**src/design/mbsh_defs.svh**
```systemverilog
// Constants for the serial protocol request handler.
`ifndef MBSH_DEFS_SVH
`define MBSH_DEFS_SVH
`define MBSH_FC_RD_COIL 8'h01
`define MBSH_FC_RD_DISC 8'h02
`define MBSH_FC_RD_HOLD 8'h03
`define MBSH_FC_RD_INREG 8'h04
`define MBSH_FC_WR_COIL 8'h05
`define MBSH_FC_WR_HOLD 8'h06
`define MBSH_FC_WR_COILS 8'h0F
`define MBSH_FC_WR_HOLDS 8'h10
`define MBSH_BCAST 8'h00
`define MBSH_ADDR_MIN 8'h01
`define MBSH_ADDR_MAX 8'hF7
`define MBSH_COIL_ON 16'hFF00
`define MBSH_COIL_OFF 16'h0000
`define MBSH_CRC_INIT 16'hFFFF
`define MBSH_CRC_POLY 16'hA001
`define MBSH_NCOIL 16'h0010
`define MBSH_NDISC 16'h0010
`define MBSH_NINREG 16'h0004
`define MBSH_NHOLD 16'h0008
`define MBSH_RXB_LEN 6'h20
`define MBSH_LEN_FIX 6'h08
`define MBSH_LEN_MULTI 6'h09
`define MBSH_LEN_HDR 6'h03
`define MBSH_LEN_WRESP 6'h06
`define MBSH_MDATA0 4'h3
`define MBSH_MLEN 4'h6
`define MBSH_MMIN 4'h5
`define MBSH_OFS_INREG 16'h7531
`define MBSH_OFS_HOLD 16'h9C41
`define MBSH_CLK_NS 40
`define MBSH_TICK_NS 1000000
`endif

```
**src/design/mbsh_pkg.sv**
```systemverilog
// Types shared by the request handler and its users.
package mbsh_pkg;
    typedef struct packed {
        logic valid;
        logic eof;
        logic [7:0] data;
    } mbsh_rx_t;
    typedef struct packed {
        logic last;
        logic [7:0] data;
    } mbsh_tx_t;
    typedef struct packed {
        logic [7:0] addr;
        logic [7:0] fc;
        logic [15:0] num;
        logic [15:0] count;
    } mbsh_mreq_t;
    typedef struct packed {
        logic swap_words;
        logic swap_bytes;
    } mbsh_word_order_t;
    typedef enum logic [1:0] {MBSH_F32, MBSH_I32, MBSH_U16, MBSH_S16} mbsh_fmt_t;
endpackage

```
**src/design/mbsh_handler.sv**
```systemverilog
// Slave request handler with an independent polling master on one clock.
// Overview of operation
// - Slave serves one node address from 1 to 247 and ignores others.
// - Slave transmits only as the answer to an accepted request.
// - Response holds own address, echoed function, data, then checksum.
// - One request at a time; bytes arriving while busy are dropped.
// - Broadcast address zero reaches every slave.
// - Master and slave roles run at once with separate machines.
// - Code 03 reads holding registers, code 04 reads input registers.
// - Coils are reached by codes 01, 05 and 0F only.
// - Code 02 reads discrete inputs; 01-06, 0F and 10 are served.
// - Code 06 writes one holding register, code 10 several consecutive ones.
// - Storage is coils, discrete inputs, input registers, holding registers.
// - Register requests carry a start number and a count.
// - Master start is 1-based with display offsets 30000 and 40000 removed.
// - Four-byte values take two consecutive registers.
// - Float in two registers is the default value format.
// - Sixteen-bit values take one register and widen to 32 bits, zero-extended for U16 and sign-extended for S16.
// - Multi-byte values are big-endian, most significant byte first.
// - Word order option swaps register halves and bytes within them.
// - Coil reads give one bit each; true sets and false clears.
`include "mbsh_defs.svh"
`timescale 1ns/1ps
`default_nettype none
module mbsh_handler
    import mbsh_pkg::*;
#(
    parameter int MS_CYCLES = (`MBSH_TICK_NS + `MBSH_CLK_NS - 1) / `MBSH_CLK_NS
) (
    input wire logic clk_in,
    input wire logic reset_in,
    input wire logic [7:0] node_addr_in,
    input wire logic [15:0] discrete_in,
    input wire logic [3:0][15:0] inreg_in,
    output logic [15:0] coils_out,
    output logic [7:0][15:0] holding_out,
    input wire mbsh_rx_t slv_rx_in,
    output mbsh_tx_t slv_tx_out,
    output logic slv_tx_valid_out,
    input wire logic slv_tx_ready_in,
    output logic slv_busy_out,
    input wire mbsh_mreq_t mst_req_in,
    input wire logic mst_req_valid_in,
    output logic mst_req_ready_out,
    input wire mbsh_word_order_t word_order_option_in,
    input wire mbsh_fmt_t mst_fmt_in,
    input wire logic [15:0] mst_timeout_in,
    output mbsh_tx_t mst_tx_out,
    output logic mst_tx_valid_out,
    input wire logic mst_tx_ready_in,
    input wire mbsh_rx_t mst_rx_in,
    output logic mst_done_out,
    output logic mst_ok_out,
    output logic mst_timeout_out,
    output logic [31:0] mst_value_out
);
    typedef enum {S_LISTEN, S_EXEC, S_TX} mbsh_sst_t;
    typedef enum {M_IDLE, M_TX, M_WAIT} mbsh_mst_t;

    function automatic logic [15:0] crc_step(input logic [15:0] c, input logic [7:0] b);
        logic [15:0] r;
        r = c ^ {8'h00, b};
        for (int i = 0; i < 8; i++) begin
            r = r[0] ? ((r >> 1) ^ `MBSH_CRC_POLY) : (r >> 1);
        end
        return r;
    endfunction

    function automatic logic fits(input logic [15:0] s, input logic [15:0] n,
                                  input logic [15:0] lim);
        return (n != 16'h0000) && ({1'b0, s} + {1'b0, n} <= {1'b0, lim});
    endfunction

    ////////////////////////////////////////////////////////////////////////////////
    mbsh_sst_t sst;
    logic [7:0] rxb [0:31];
    logic [5:0] rx_cnt;
    logic rx_ovf;
    logic [15:0] rx_crc;
    logic [15:0] coils;
    logic [7:0][15:0] holding;
    logic [5:0] k;
    logic [15:0] tx_crc;
    logic [7:0] fc;
    logic [15:0] st;
    logic [15:0] cnt;
    logic bcast;
    logic req_ok;
    logic [5:0] n_data;
    logic [15:0] rd_bits;
    logic [15:0] cw;
    logic [7:0] rbyte;
    logic [15:0] rreg;
    logic [5:0] j;

    // The buffer stays frozen outside listening, so the fields decode straight from it.
    assign fc = rxb[1];
    assign st = {rxb[2], rxb[3]};
    assign cnt = {rxb[4], rxb[5]};
    assign bcast = (rxb[0] == `MBSH_BCAST);
    assign cw = {rxb[8], rxb[7]};
    assign coils_out = coils;
    assign holding_out = holding;
    assign slv_busy_out = (sst != S_LISTEN);

    always_comb begin
        case (fc)
            `MBSH_FC_RD_COIL: req_ok = fits(st, cnt, `MBSH_NCOIL) && rx_cnt == `MBSH_LEN_FIX;
            `MBSH_FC_RD_DISC: req_ok = fits(st, cnt, `MBSH_NDISC) && rx_cnt == `MBSH_LEN_FIX;
            `MBSH_FC_RD_HOLD: req_ok = fits(st, cnt, `MBSH_NHOLD) && rx_cnt == `MBSH_LEN_FIX;
            `MBSH_FC_RD_INREG: req_ok = fits(st, cnt, `MBSH_NINREG) && rx_cnt == `MBSH_LEN_FIX;
            `MBSH_FC_WR_COIL: req_ok = st < `MBSH_NCOIL && rx_cnt == `MBSH_LEN_FIX &&
                (cnt == `MBSH_COIL_ON || cnt == `MBSH_COIL_OFF);
            `MBSH_FC_WR_HOLD: req_ok = st < `MBSH_NHOLD && rx_cnt == `MBSH_LEN_FIX;
            `MBSH_FC_WR_COILS: req_ok = fits(st, cnt, `MBSH_NCOIL) &&
                rx_cnt == `MBSH_LEN_MULTI + rxb[6][5:0];
            `MBSH_FC_WR_HOLDS: req_ok = fits(st, cnt, `MBSH_NHOLD) &&
                rx_cnt == `MBSH_LEN_MULTI + rxb[6][5:0];
            default: req_ok = 1'b0;
        endcase
    end

    // Unused bits are masked so a partial last byte returns zeros above the count.
    always_comb begin
        rd_bits = ((fc == `MBSH_FC_RD_COIL) ? coils : discrete_in) >> st[3:0];
        rd_bits = rd_bits & ~(16'hFFFF << cnt[4:0]);
        j = k - `MBSH_LEN_HDR;
        rreg = (fc == `MBSH_FC_RD_HOLD) ? holding[3'(st + 16'(j[5:1]))]
                                        : inreg_in[2'(st + 16'(j[5:1]))];
        case (fc)
            `MBSH_FC_RD_COIL, `MBSH_FC_RD_DISC: n_data = `MBSH_LEN_HDR + 6'((cnt + 16'h0007) >> 3);
            `MBSH_FC_RD_HOLD, `MBSH_FC_RD_INREG: n_data = `MBSH_LEN_HDR + 6'(cnt << 1);
            default: n_data = `MBSH_LEN_WRESP;
        endcase
        if (k == 6'h00) begin
            rbyte = node_addr_in;
        end else if (k == 6'h01) begin
            rbyte = fc;
        end else if (n_data == `MBSH_LEN_WRESP) begin
            rbyte = rxb[k[4:0]];
        end else if (k == 6'h02) begin
            rbyte = 8'(n_data - `MBSH_LEN_HDR);
        end else if (fc == `MBSH_FC_RD_HOLD || fc == `MBSH_FC_RD_INREG) begin
            rbyte = j[0] ? rreg[7:0] : rreg[15:8];
        end else begin
            rbyte = j[0] ? rd_bits[15:8] : rd_bits[7:0];
        end
    end

    ////////////////////////////////////////////////////////////////////////////////
    // Slave request machine.
    always_ff @(posedge clk_in) begin
        if (reset_in) begin
            sst <= S_LISTEN;
            rx_cnt <= 6'h00;
            rx_ovf <= 1'b0;
            rx_crc <= `MBSH_CRC_INIT;
        end else begin
            case (sst)
                S_LISTEN: begin
                    if (slv_rx_in.eof) begin
                        // A checksum over the whole frame including its tail leaves zero.
                        if (rx_crc == 16'h0000 && !rx_ovf && rx_cnt >= `MBSH_LEN_FIX &&
                            (bcast || (rxb[0] == node_addr_in &&
                             node_addr_in >= `MBSH_ADDR_MIN && node_addr_in <= `MBSH_ADDR_MAX))) begin
                            sst <= S_EXEC;
                        end else begin
                            rx_cnt <= 6'h00;
                        end
                        rx_ovf <= 1'b0;
                        rx_crc <= `MBSH_CRC_INIT;
                    end else if (slv_rx_in.valid) begin
                        rx_crc <= crc_step(rx_crc, slv_rx_in.data);
                        if (rx_cnt == `MBSH_RXB_LEN) begin
                            rx_ovf <= 1'b1;
                        end else begin
                            rx_cnt <= rx_cnt + 6'h01;
                        end
                    end
                end
                S_EXEC: begin
                    sst <= (req_ok && !bcast) ? S_TX : S_LISTEN;
                    if (!req_ok || bcast) begin
                        rx_cnt <= 6'h00;
                    end
                end
                S_TX: begin
                    if (k == n_data + 6'h02 && (!slv_tx_valid_out || slv_tx_ready_in)) begin
                        sst <= S_LISTEN;
                        rx_cnt <= 6'h00;
                    end
                end
                default: sst <= S_LISTEN;
            endcase
        end
    end

    always_ff @(posedge clk_in) begin
        if (sst == S_LISTEN && slv_rx_in.valid && !slv_rx_in.eof && rx_cnt != `MBSH_RXB_LEN) begin
            rxb[rx_cnt[4:0]] <= slv_rx_in.data;
        end
    end

    // Writes land in the execute cycle, before any response byte leaves.
    always_ff @(posedge clk_in) begin
        if (reset_in) begin
            coils <= 16'h0000;
            holding <= '0;
        end else if (sst == S_EXEC && req_ok) begin
            case (fc)
                `MBSH_FC_WR_COIL: coils[st[3:0]] <= (cnt == `MBSH_COIL_ON);
                `MBSH_FC_WR_HOLD: holding[st[2:0]] <= cnt;
                `MBSH_FC_WR_COILS: begin
                    for (int i = 0; i < 16; i++) begin
                        if (16'(i) >= st && 17'(i) < {1'b0, st} + {1'b0, cnt}) begin
                            coils[i] <= cw[4'(i) - st[3:0]];
                        end
                    end
                end
                `MBSH_FC_WR_HOLDS: begin
                    for (int i = 0; i < 8; i++) begin
                        if (16'(i) >= st && 17'(i) < {1'b0, st} + {1'b0, cnt}) begin
                            holding[i] <= {rxb[5'(7 + 2 * (i - int'(st)))],
                                           rxb[5'(8 + 2 * (i - int'(st)))]};
                        end
                    end
                end
                default: ;
            endcase
        end
    end

    // Response bytes are registered; the checksum trails low byte first.
    always_ff @(posedge clk_in) begin
        if (reset_in) begin
            k <= 6'h00;
            tx_crc <= `MBSH_CRC_INIT;
            slv_tx_valid_out <= 1'b0;
            slv_tx_out <= '0;
        end else if (sst != S_TX) begin
            k <= 6'h00;
            tx_crc <= `MBSH_CRC_INIT;
            slv_tx_valid_out <= 1'b0;
        end else if (!slv_tx_valid_out || slv_tx_ready_in) begin
            if (k == n_data + 6'h02) begin
                slv_tx_valid_out <= 1'b0;
            end else begin
                slv_tx_valid_out <= 1'b1;
                k <= k + 6'h01;
                slv_tx_out.last <= (k == n_data + 6'h01);
                if (k < n_data) begin
                    slv_tx_out.data <= rbyte;
                    tx_crc <= crc_step(tx_crc, rbyte);
                end else begin
                    slv_tx_out.data <= (k == n_data) ? tx_crc[7:0] : tx_crc[15:8];
                end
            end
        end
    end

    ////////////////////////////////////////////////////////////////////////////////
    // Master role; shares no state with the slave machine.
    mbsh_mst_t mst;
    logic [7:0] m_addr;
    logic [7:0] m_fc;
    logic [15:0] m_start;
    logic [15:0] m_qty;
    logic [3:0] mk;
    logic [15:0] m_crc;
    logic [7:0] m_b;
    logic [3:0] mr_cnt;
    logic [15:0] mr_crc;
    logic [7:0] mr_hdr [0:1];
    logic [7:0] mv [0:3];
    logic [31:0] ms_cnt;
    logic [15:0] ms_elapsed;
    logic [31:0] w;

    assign mst_req_ready_out = (mst == M_IDLE);

    always_comb begin
        case (mk)
            4'h0: m_b = m_addr;
            4'h1: m_b = m_fc;
            4'h2: m_b = m_start[15:8];
            4'h3: m_b = m_start[7:0];
            4'h4: m_b = m_qty[15:8];
            default: m_b = m_qty[7:0];
        endcase
        w = {mv[0], mv[1], mv[2], mv[3]};
        if (word_order_option_in.swap_words) begin
            w = {w[15:0], w[31:16]};
        end
        if (word_order_option_in.swap_bytes) begin
            w = {w[23:16], w[31:24], w[7:0], w[15:8]};
        end
    end

    always_ff @(posedge clk_in) begin
        if (reset_in) begin
            mst <= M_IDLE;
            m_addr <= 8'h00;
            m_fc <= 8'h00;
            m_start <= 16'h0000;
            m_qty <= 16'h0000;
            mk <= 4'h0;
            m_crc <= `MBSH_CRC_INIT;
            mst_tx_valid_out <= 1'b0;
            mst_tx_out <= '0;
            mr_cnt <= 4'h0;
            mr_crc <= `MBSH_CRC_INIT;
            ms_cnt <= 32'h0;
            ms_elapsed <= 16'h0000;
            mst_done_out <= 1'b0;
            mst_ok_out <= 1'b0;
            mst_timeout_out <= 1'b0;
            mst_value_out <= 32'h0;
        end else begin
            mst_done_out <= 1'b0;
            case (mst)
                M_IDLE: begin
                    mk <= 4'h0;
                    m_crc <= `MBSH_CRC_INIT;
                    if (mst_req_valid_in) begin
                        mst <= M_TX;
                        m_addr <= mst_req_in.addr;
                        m_fc <= mst_req_in.fc;
                        if (mst_req_in.fc == `MBSH_FC_RD_INREG && mst_req_in.num > `MBSH_OFS_INREG - 16'h0001) begin
                            m_start <= mst_req_in.num - `MBSH_OFS_INREG;
                        end else if (mst_req_in.fc == `MBSH_FC_RD_HOLD && mst_req_in.num > `MBSH_OFS_HOLD - 16'h0001) begin
                            m_start <= mst_req_in.num - `MBSH_OFS_HOLD;
                        end else begin
                            m_start <= mst_req_in.num - 16'h0001;
                        end
                        // Values of 32 bits need two registers each.
                        m_qty <= ((mst_fmt_in == MBSH_F32 || mst_fmt_in == MBSH_I32) &&
                            mst_req_in.fc inside {`MBSH_FC_RD_HOLD, `MBSH_FC_RD_INREG})
                            ? mst_req_in.count << 1 : mst_req_in.count;
                    end
                end
                M_TX: begin
                    if (!mst_tx_valid_out || mst_tx_ready_in) begin
                        if (mk == `MBSH_MLEN + 4'h2) begin
                            mst_tx_valid_out <= 1'b0;
                            mst <= (m_addr == `MBSH_BCAST) ? M_IDLE : M_WAIT;
                            mst_done_out <= (m_addr == `MBSH_BCAST);
                            mst_ok_out <= 1'b1;
                            mst_timeout_out <= 1'b0;
                            mr_cnt <= 4'h0;
                            mr_crc <= `MBSH_CRC_INIT;
                            ms_cnt <= 32'h0;
                            ms_elapsed <= 16'h0000;
                        end else begin
                            mst_tx_valid_out <= 1'b1;
                            mk <= mk + 4'h1;
                            mst_tx_out.last <= (mk == `MBSH_MLEN + 4'h1);
                            if (mk < `MBSH_MLEN) begin
                                mst_tx_out.data <= m_b;
                                m_crc <= crc_step(m_crc, m_b);
                            end else begin
                                mst_tx_out.data <= (mk == `MBSH_MLEN) ? m_crc[7:0] : m_crc[15:8];
                            end
                        end
                    end
                end
                M_WAIT: begin
                    ms_cnt <= (ms_cnt == 32'(MS_CYCLES - 1)) ? 32'h0 : ms_cnt + 32'h1;
                    if (ms_cnt == 32'(MS_CYCLES - 1)) begin
                        ms_elapsed <= ms_elapsed + 16'h0001;
                    end
                    if (mst_rx_in.eof) begin
                        mst <= M_IDLE;
                        mst_done_out <= 1'b1;
                        mst_ok_out <= mr_crc == 16'h0000 && mr_cnt >= `MBSH_MMIN &&
                            mr_hdr[0] == m_addr && mr_hdr[1] == m_fc;
                        case (mst_fmt_in)
                            MBSH_U16: mst_value_out <= {16'h0000, w[31:16]};
                            MBSH_S16: mst_value_out <= {{16{w[31]}}, w[31:16]};
                            default: mst_value_out <= w;
                        endcase
                    end else if (ms_elapsed == mst_timeout_in) begin
                        mst <= M_IDLE;
                        mst_done_out <= 1'b1;
                        mst_ok_out <= 1'b0;
                        mst_timeout_out <= 1'b1;
                    end else if (mst_rx_in.valid) begin
                        mr_crc <= crc_step(mr_crc, mst_rx_in.data);
                        if (mr_cnt != 4'hF) begin
                            mr_cnt <= mr_cnt + 4'h1;
                        end
                    end
                end
                default: mst <= M_IDLE;
            endcase
        end
    end

    always_ff @(posedge clk_in) begin
        if (mst == M_WAIT && mst_rx_in.valid && !mst_rx_in.eof) begin
            if (mr_cnt < 4'h2) begin
                mr_hdr[mr_cnt[0]] <= mst_rx_in.data;
            end else if (mr_cnt >= `MBSH_MDATA0 && mr_cnt < `MBSH_MDATA0 + 4'h4) begin
                mv[2'(mr_cnt - `MBSH_MDATA0)] <= mst_rx_in.data;
            end
        end
    end
endmodule // mbsh_handler
`default_nettype wire

```
**config.mk**
```make
export PLATFORM = sky130hd
export DESIGN_NAME = mbsh_handler
export DESIGN_NICKNAME = d
export VERILOG_FILES = /design/src/design/mbsh_pkg.sv /design/src/design/mbsh_handler.sv
export VERILOG_INCLUDE_DIRS = /design/src /design/src/design
export SDC_FILE = /design/constraint.sdc
export NUM_CORES = 2
export LEC_CHECK = 0
export BUFFER_PORTS_ARGS = -buffer_cell sky130_fd_sc_hd__buf_2
export CAP_MARGIN = 20
export CORE_MARGIN = 3
export CORE_UTILIZATION = 35
export DETAILED_ROUTE_END_ITERATION = 10
export PLACE_DENSITY = 0.58
export SYNTH_ARGS = -nofsm -noshare
export SYNTH_HDL_FRONTEND = slang
export SYNTH_SLANG_ARGS = --single-unit
```
**constraint.sdc**
```tcl
create_clock -name clk_in -period 8.1 [get_ports clk_in]
set_clock_uncertainty 0.2 [all_clocks]
set_input_delay 0.81 -clock clk_in [delete_from_list [all_inputs] [get_ports clk_in]]
set_output_delay 0.81 -clock clk_in [all_outputs]
set_load 0.005 [all_outputs]
```
Word level (Yosys, flattened, before mapping). Memories as Yosys holds them, arrays and structs flattened. A register that Yosys moved wholly into a read port is not among the register bits. Index checks and enable logic that the tools add are counted.

Register bits: 444. Memories kept: 3. Output and inout bits: 201. Word-level logic and storage cells: 648. Input bits: 181. Memory bits (writable): 304.

Memories: rxb (words 32, width 8, read ports 26, clocked after memory_dff 1, write ports 1, line mbsh_handler.sv:76) `logic [7:0] rxb [0:31];`; mv (words 4, width 8, read ports 4, clocked after memory_dff 0, write ports 1, line mbsh_handler.sv:274) `logic [7:0] mv [0:3];`; mr_hdr (words 2, width 8, read ports 2, clocked after memory_dff 0, write ports 1, line mbsh_handler.sv:273) `logic [7:0] mr_hdr [0:1];`.

Bitwise gates (word level): 41. Reductions and logical operators: 132. Shift-type cells: 2. $lt $le $gt $ge: 70. $add $sub $neg: 60. Multiplexer cells: 202. Equality and inequality tests: 87.

Operators by type and width (count): two-way mux 16 bit (61); two-way mux 32 bit (13); one-hot mux 128 bit (2 select lines) (1); one-hot mux 32 bit (3 select lines) (2); < comparator 4 x 17 -> 1 bit, first input constant (8); bitwise mux 128 bit (1); greater-or-equal comparator 4 x 16 -> 1 bit, first input constant (8); zero test 32 bit (4); one-hot mux 16 bit (2 select lines) (4); one-hot mux 32 bit (2 select lines) (2); equality test 32 x 2 -> 1 bit, second input constant (3); inverter 2 -> 3 bit (32); AND reduction 3 bit (31); two-way mux 8 bit (11); < comparator 4 x 5 -> 1 bit, second input constant (17); != test 2 bit, second input constant (39); < comparator 3 x 17 -> 1 bit, first input constant (4); binary-select mux 1 bit (select 4 bit) (16); equality test 32 x 1 -> 1 bit, second input constant (2); greater-or-equal comparator 3 x 16 -> 1 bit, first input constant (4); XOR 16 x 8 -> 16 bit (4); two-way mux 1 bit (59); logical AND 1 bit (49); binary-select mux 16 bit (select 3 bit) (1); 107 further kinds (218).

Logic depth before layout (Yosys ltp).
Depth after elaboration: 28. Mapped depth: 26. Mapped depth without buffers: 24.

Worst setup path after synthesis. OpenSTA, ideal clock, no wires.

Kind: register -> register. Start point: mem rxb[3][1]. End point: reg tx_crc[0]. Slack: 2039 ps. Arrival: 5734 ps. Setup time: 127 ps. Stages on the path, launching flop included: 21. Buffers on the path: 7. Period minus slack after synthesis: 6061 ps. Cell sequence: edfxtp_1 clkbuf_1 inv_1 buf_1 clkbuf_1 clkbuf_1 fa_1 buf_2 buf_1 buf_1 mux4_2 a21oi_1 o21ai_0 a221oi_1 o22ai_2 xnor2_1 xnor3_1 xnor3_2 xor2_1 xor2_1 o21ai_1.

RTL lines: from (decl) (line mbsh_handler.sv:76); to (signal assigned) (line mbsh_handler.sv:237) `` tx_crc <= `MBSH_CRC_INIT; ``; to (signal assigned) (line mbsh_handler.sv:242) `` tx_crc <= `MBSH_CRC_INIT; ``; to (signal assigned) (line mbsh_handler.sv:253) `tx_crc <= crc_step(tx_crc, rbyte);`; to (decl) (line mbsh_handler.sv:83) `logic [15:0] tx_crc;`.

Final worst setup path.
Start point: reg k[1]. End point: reg tx_crc[0].

Cells in the longest elaborated chain, start to end: 21. Elaborated cells on any way between the ends: 36. Those cells by class: add/sub (2); order compare (1); eq/ne (3); mux (19); bitwise (9); reduce/logical (2).

RTL lines: from (decl) (line mbsh_handler.sv:82) `logic [5:0] k;`; from (signal assigned) (line mbsh_handler.sv:249) `k <= k + 6'h01;`; subtractor 4 x 2 -> 4 bit (no line) (*); named net j[1] (line mbsh_handler.sv:94) `logic [5:0] j;`; adder 3 bit (*) (line mbsh_handler.sv:129) `: inreg_in[2'(st + 16'(j[5:1]))];`; binary-select mux 16 bit (select 3 bit) or binary-select mux 16 bit (select 2 bit) (tied branches) (line mbsh_handler.sv:128, mbsh_handler.sv:129); two-way mux 16 bit (on tied branches) (line mbsh_handler.sv:128, mbsh_handler.sv:129); two-way mux 16 bit (*) (line mbsh_handler.sv:128) `` rreg = (fc == `MBSH_FC_RD_HOLD) ? holding[3'(st + 16'(j[5:1]))] ``; two-way mux 8 bit (*) (line mbsh_handler.sv:144) `rbyte = j[0] ? rreg[7:0] : rreg[15:8];`; two-way mux 8 bit (*) (line mbsh_handler.sv:143) `` end else if (fc == `MBSH_FC_RD_HOLD || fc == `MBSH_FC_RD_INREG) begin ``; two-way mux 8 bit (*) (line mbsh_handler.sv:141) `end else if (k == 6'h02) begin`; two-way mux 8 bit (*) (line mbsh_handler.sv:139) `` end else if (n_data == `MBSH_LEN_WRESP) begin ``; two-way mux 8 bit (*) (line mbsh_handler.sv:137) `end else if (k == 6'h01) begin`; two-way mux 8 bit (*) (line mbsh_handler.sv:135) `if (k == 6'h00) begin`; XOR 16 x 8 -> 16 bit (*) (line mbsh_handler.sv:62) `r = c ^ {8'h00, b};`; two-way mux 16 bit (*) (6 in series) (line mbsh_handler.sv:64) `` r = r[0] ? ((r >> 1) ^ `MBSH_CRC_POLY) : (r >> 1); ``; inverter 2 -> 3 bit (no line) or two-way mux 16 bit (tied branches); two-way mux 16 bit (*) (2 in series) (line mbsh_handler.sv:64).

Mark *: on every way through the listed nets, which the timed path passes. The rest lies on a longest branch. The select of a mux whose other input is x is not followed. A chain may end at the register's enable or synchronous reset.

==> metrics.yaml <==
sta:
  tightest_slew_ps: 1180
  whs_ps: 141
  slew_headroom: 0.211
  fmax_ghz: 0.157
  setup_tns_ps: 0
  fin_crit_sh: 0.787
  finalSetupViolations: 0
  hold_violations: 0
  slew_violations: 0
  rsz0062_at_grt: "false"
  period_minus_slack_ps: 6380
  worst_slack_ps: 1720
power:
  report.power.total_mw: 8.42
  powerDensity_nw_per_um2: 154
  p_leak_nw: 19.9
  ir_worst_vdd_mv: 0.162
synthesis:
  ys_ff_latch: 693
  ys_top_cells_by_count: "nand2_1 (603), nor2_1 (512), dfxtp_1 (389)"
  ys.warnings.count: 0
  synth_nets: 5097
  yosysTopAreaCellShare: 0.190
  synth_largest_area_cell: "edfxtp_1"
  syn-cell-area_um2: 48100
  ys_seq_area_frac: 0.352
  postSynth.asyncResetShare: 0
  syn_inst: 4825
  synthDistinctLibCells: 105
  ys_top_cells_by_area: "edfxtp_1 (19%), mux4_2 (18%), dfxtp_1 (16%)"
  synth_flop_cell: "dfxtp_1"
  yosysMostFrequentCell: "nand2_1"
  syn_avg_cell_area_um2: 9.97
  synth_enable_flop_cells: 304
cts:
  cts_setup_buffers: 0
  cts_root_buffer: "clkbuf_16"
  cts_hold_buffers: 0
  clk_pin_slew_ps: 70
  clock-sinks: 693
  cts_resized: 0
  htreeDepth: 3
  cts_tree: "done"
  cts_buffer_depth: 3
  cts-buffers-inserted: 82
  clk_latency_ps: 720
critical_path:
  worst_ep_arrival_time_ps: 6750
  path_delay_family: "adder cells"
  cp-end-kind: "flip-flop"
  reg2regPathDepth: 19
  crit_path_end: "tx_crc[0]$_SDFFE_PP1P_"
  r2r-end: "tx_crc[0]$_SDFFE_PP1P_"
  crit_fanout: 24
  path_buf_inv: 3
  crit_path_cell_trace: "inv_1 > ha_1 > ha_2 > inv_1 > fa_2 > buf_4 > mux4_2 > nor2_1 > or4b_1 > a221oi_1 > a311oi_1 > a2111oi_2 > o22ai_2 > xor2_2 > xnor3_1 > xnor3_2 > xor2_1 > xor2_1 > o21ai_1"
  startpoint: "k[1]$_SDFFE_PP0P_"
  r2r-start: "k[1]$_SDFFE_PP0P_"
  reg2reg_setup_slack_ps: 1720
  cp_data_required_time_ps: 8470
  crit_type: "flip-flop to flip-flop"
  cp_slowest_stage_delay_ps: 1020
  slowest_stage: "fa_2"
  cp-start-kind: "flip-flop"
  cp_num_cells: 19
detailed_routing:
  drt_iter0_drc: 6256
  ant_nets: 0
  drt-pass1-iter-count: 8
  avgViaCountPerCell: 6.25
  drc_errors: 0
  totalWireLength_um: 217000
  wl_per_cell_um: 31.4
  vias: 43200
placement:
  port_buffers: 381
  dpl_cell_area_um2: 51900
  dp_hpwl_um: 165000
  dp_slack_ps: 1770
  place_inst: 6740
  gp_congestion: 1.04
global_route:
  grt_pass1_vias: 39200
  grt_usage: 0.296
  antenna_found_initial: 16
  grt_pass1_wl_um: 302000
  grt_overflow: 0
  grt_max_degree: 117
final_layout:
  instances_no_fill: 6908
  synthToLayoutAreaGrowth_pct: 14.0
  drive_above_1_share: 0.232
  design_area_um2: 54800
  nets: 5318
  final_core_util: 0.403
worst_hold_path:
  hold_path_class: "input port to flip-flop"
floorplanning:
  die_h_um: 377
  initial_core_util: 0.354
  rows: 135
  io_pins: 382
  die_x_um: 377
  dieArea_um2: 142000
  core_area_um2: 136000
run:
  maxCapViolations: 0
outcome:
  status: "finished clean"
## final cells by class
| class | instances | area, um^2 |
|---|---|---|
| clock inverter | 47 | 578 |
| fill | 13300 | 81100 |
| timing repair buffer | 513 | 2960 |
| tap | 1781 | 2230 |
| antenna | 14 | 35.0 |
| clock buffer | 104 | 2270 |
| inverter | 74 | 280 |
| multi-input combinational | 3682 | 29600 |
| sequential | 693 | 16900 |
## layer usage
layer  routed length (um)  global-route usage
met5                   19                   0
met1                88300               0.408
met3                26200              0.0878
met4                10300               0.126
met2                91900               0.431
## power by group
| part | internal (mW) | switching [mW] |
|---|---|---|
| logic | 0.282 | 0.436 |
| registers | 3.70 | 0.0558 |
| clock network | 2.30 | 1.65 |
## layout by cell type, fill, tap and decap left out, types with 28 or more instances in the layout
cell       count
dfxtp_1      385
nor2_1       512
mux4_2       375
buf_4        125
clkbuf_16     85
and2_1        30
nand4_1       44
nand3_1      197
nand2_1      603
nor2b_1       28
nand2b_1      51
mux2_2        75
nor4_1        47
inv_1         65
o21ai_0      219
a21oi_1      245
buf_2        380
nor3_1        56
xor2_1        93
edfxtp_1     304
mux2i_1      365
o22ai_1       33
o211ai_1      34
ha_1          87
a211oi_1      73
xnor2_1      125
## cell families after synthesis
logic type / synth area share
AO/OA/AOI/OAI: 0.114
multiplexers: 0.269
flip-flops: 0.352
buffers and inverters: 0.0376
AND/OR/NAND/NOR: 0.157
adder cells (fa/ha/maj): 0.0248
XOR/XNOR: 0.0462
## worst min path at each step
stage | from | end | slack, ps | cells after the start
6_report | mst_req_in[16] | m_start[0]$_SDFFE_PP0P_ | 140 | 2
3_5_place_dp | mst_value_out[31]$_SDFFE_PP0P_ | mst_value_out[31]$_SDFFE_PP0P_ | 240 | 2
2_1_floorplan | m_start[4]$_SDFFE_PP0P_ | m_start[4]$_SDFFE_PP0P_ | 230 | 2
3_3_place_gp | mst_value_out[1]$_SDFFE_PP0P_ | mst_value_out[1]$_SDFFE_PP0P_ | 240 | 2
5_1_grt | mst_req_in[16] | m_start[0]$_SDFFE_PP0P_ | 120 | 2
4_1_cts | mst_req_in[16] | m_start[0]$_SDFFE_PP0P_ | 90 | 2
## registers in the layout, summed over array words and instances (netlist names), 16 cells and up, named ones only
| signal | cells |
|---|---|
| rxb | 256 |
| holding_out | 128 |
| ms_cnt | 32 |
| mst_value_out | 32 |
| mv | 32 |
| coils_out | 16 |
| m_crc | 16 |
| m_qty | 16 |
| m_start | 16 |
| mr_crc | 16 |
| mr_hdr | 16 |
| ms_elapsed | 16 |
| rx_crc | 16 |
| tx_crc | 16 |
Note: power is estimated with default switching activity, not from simulation.
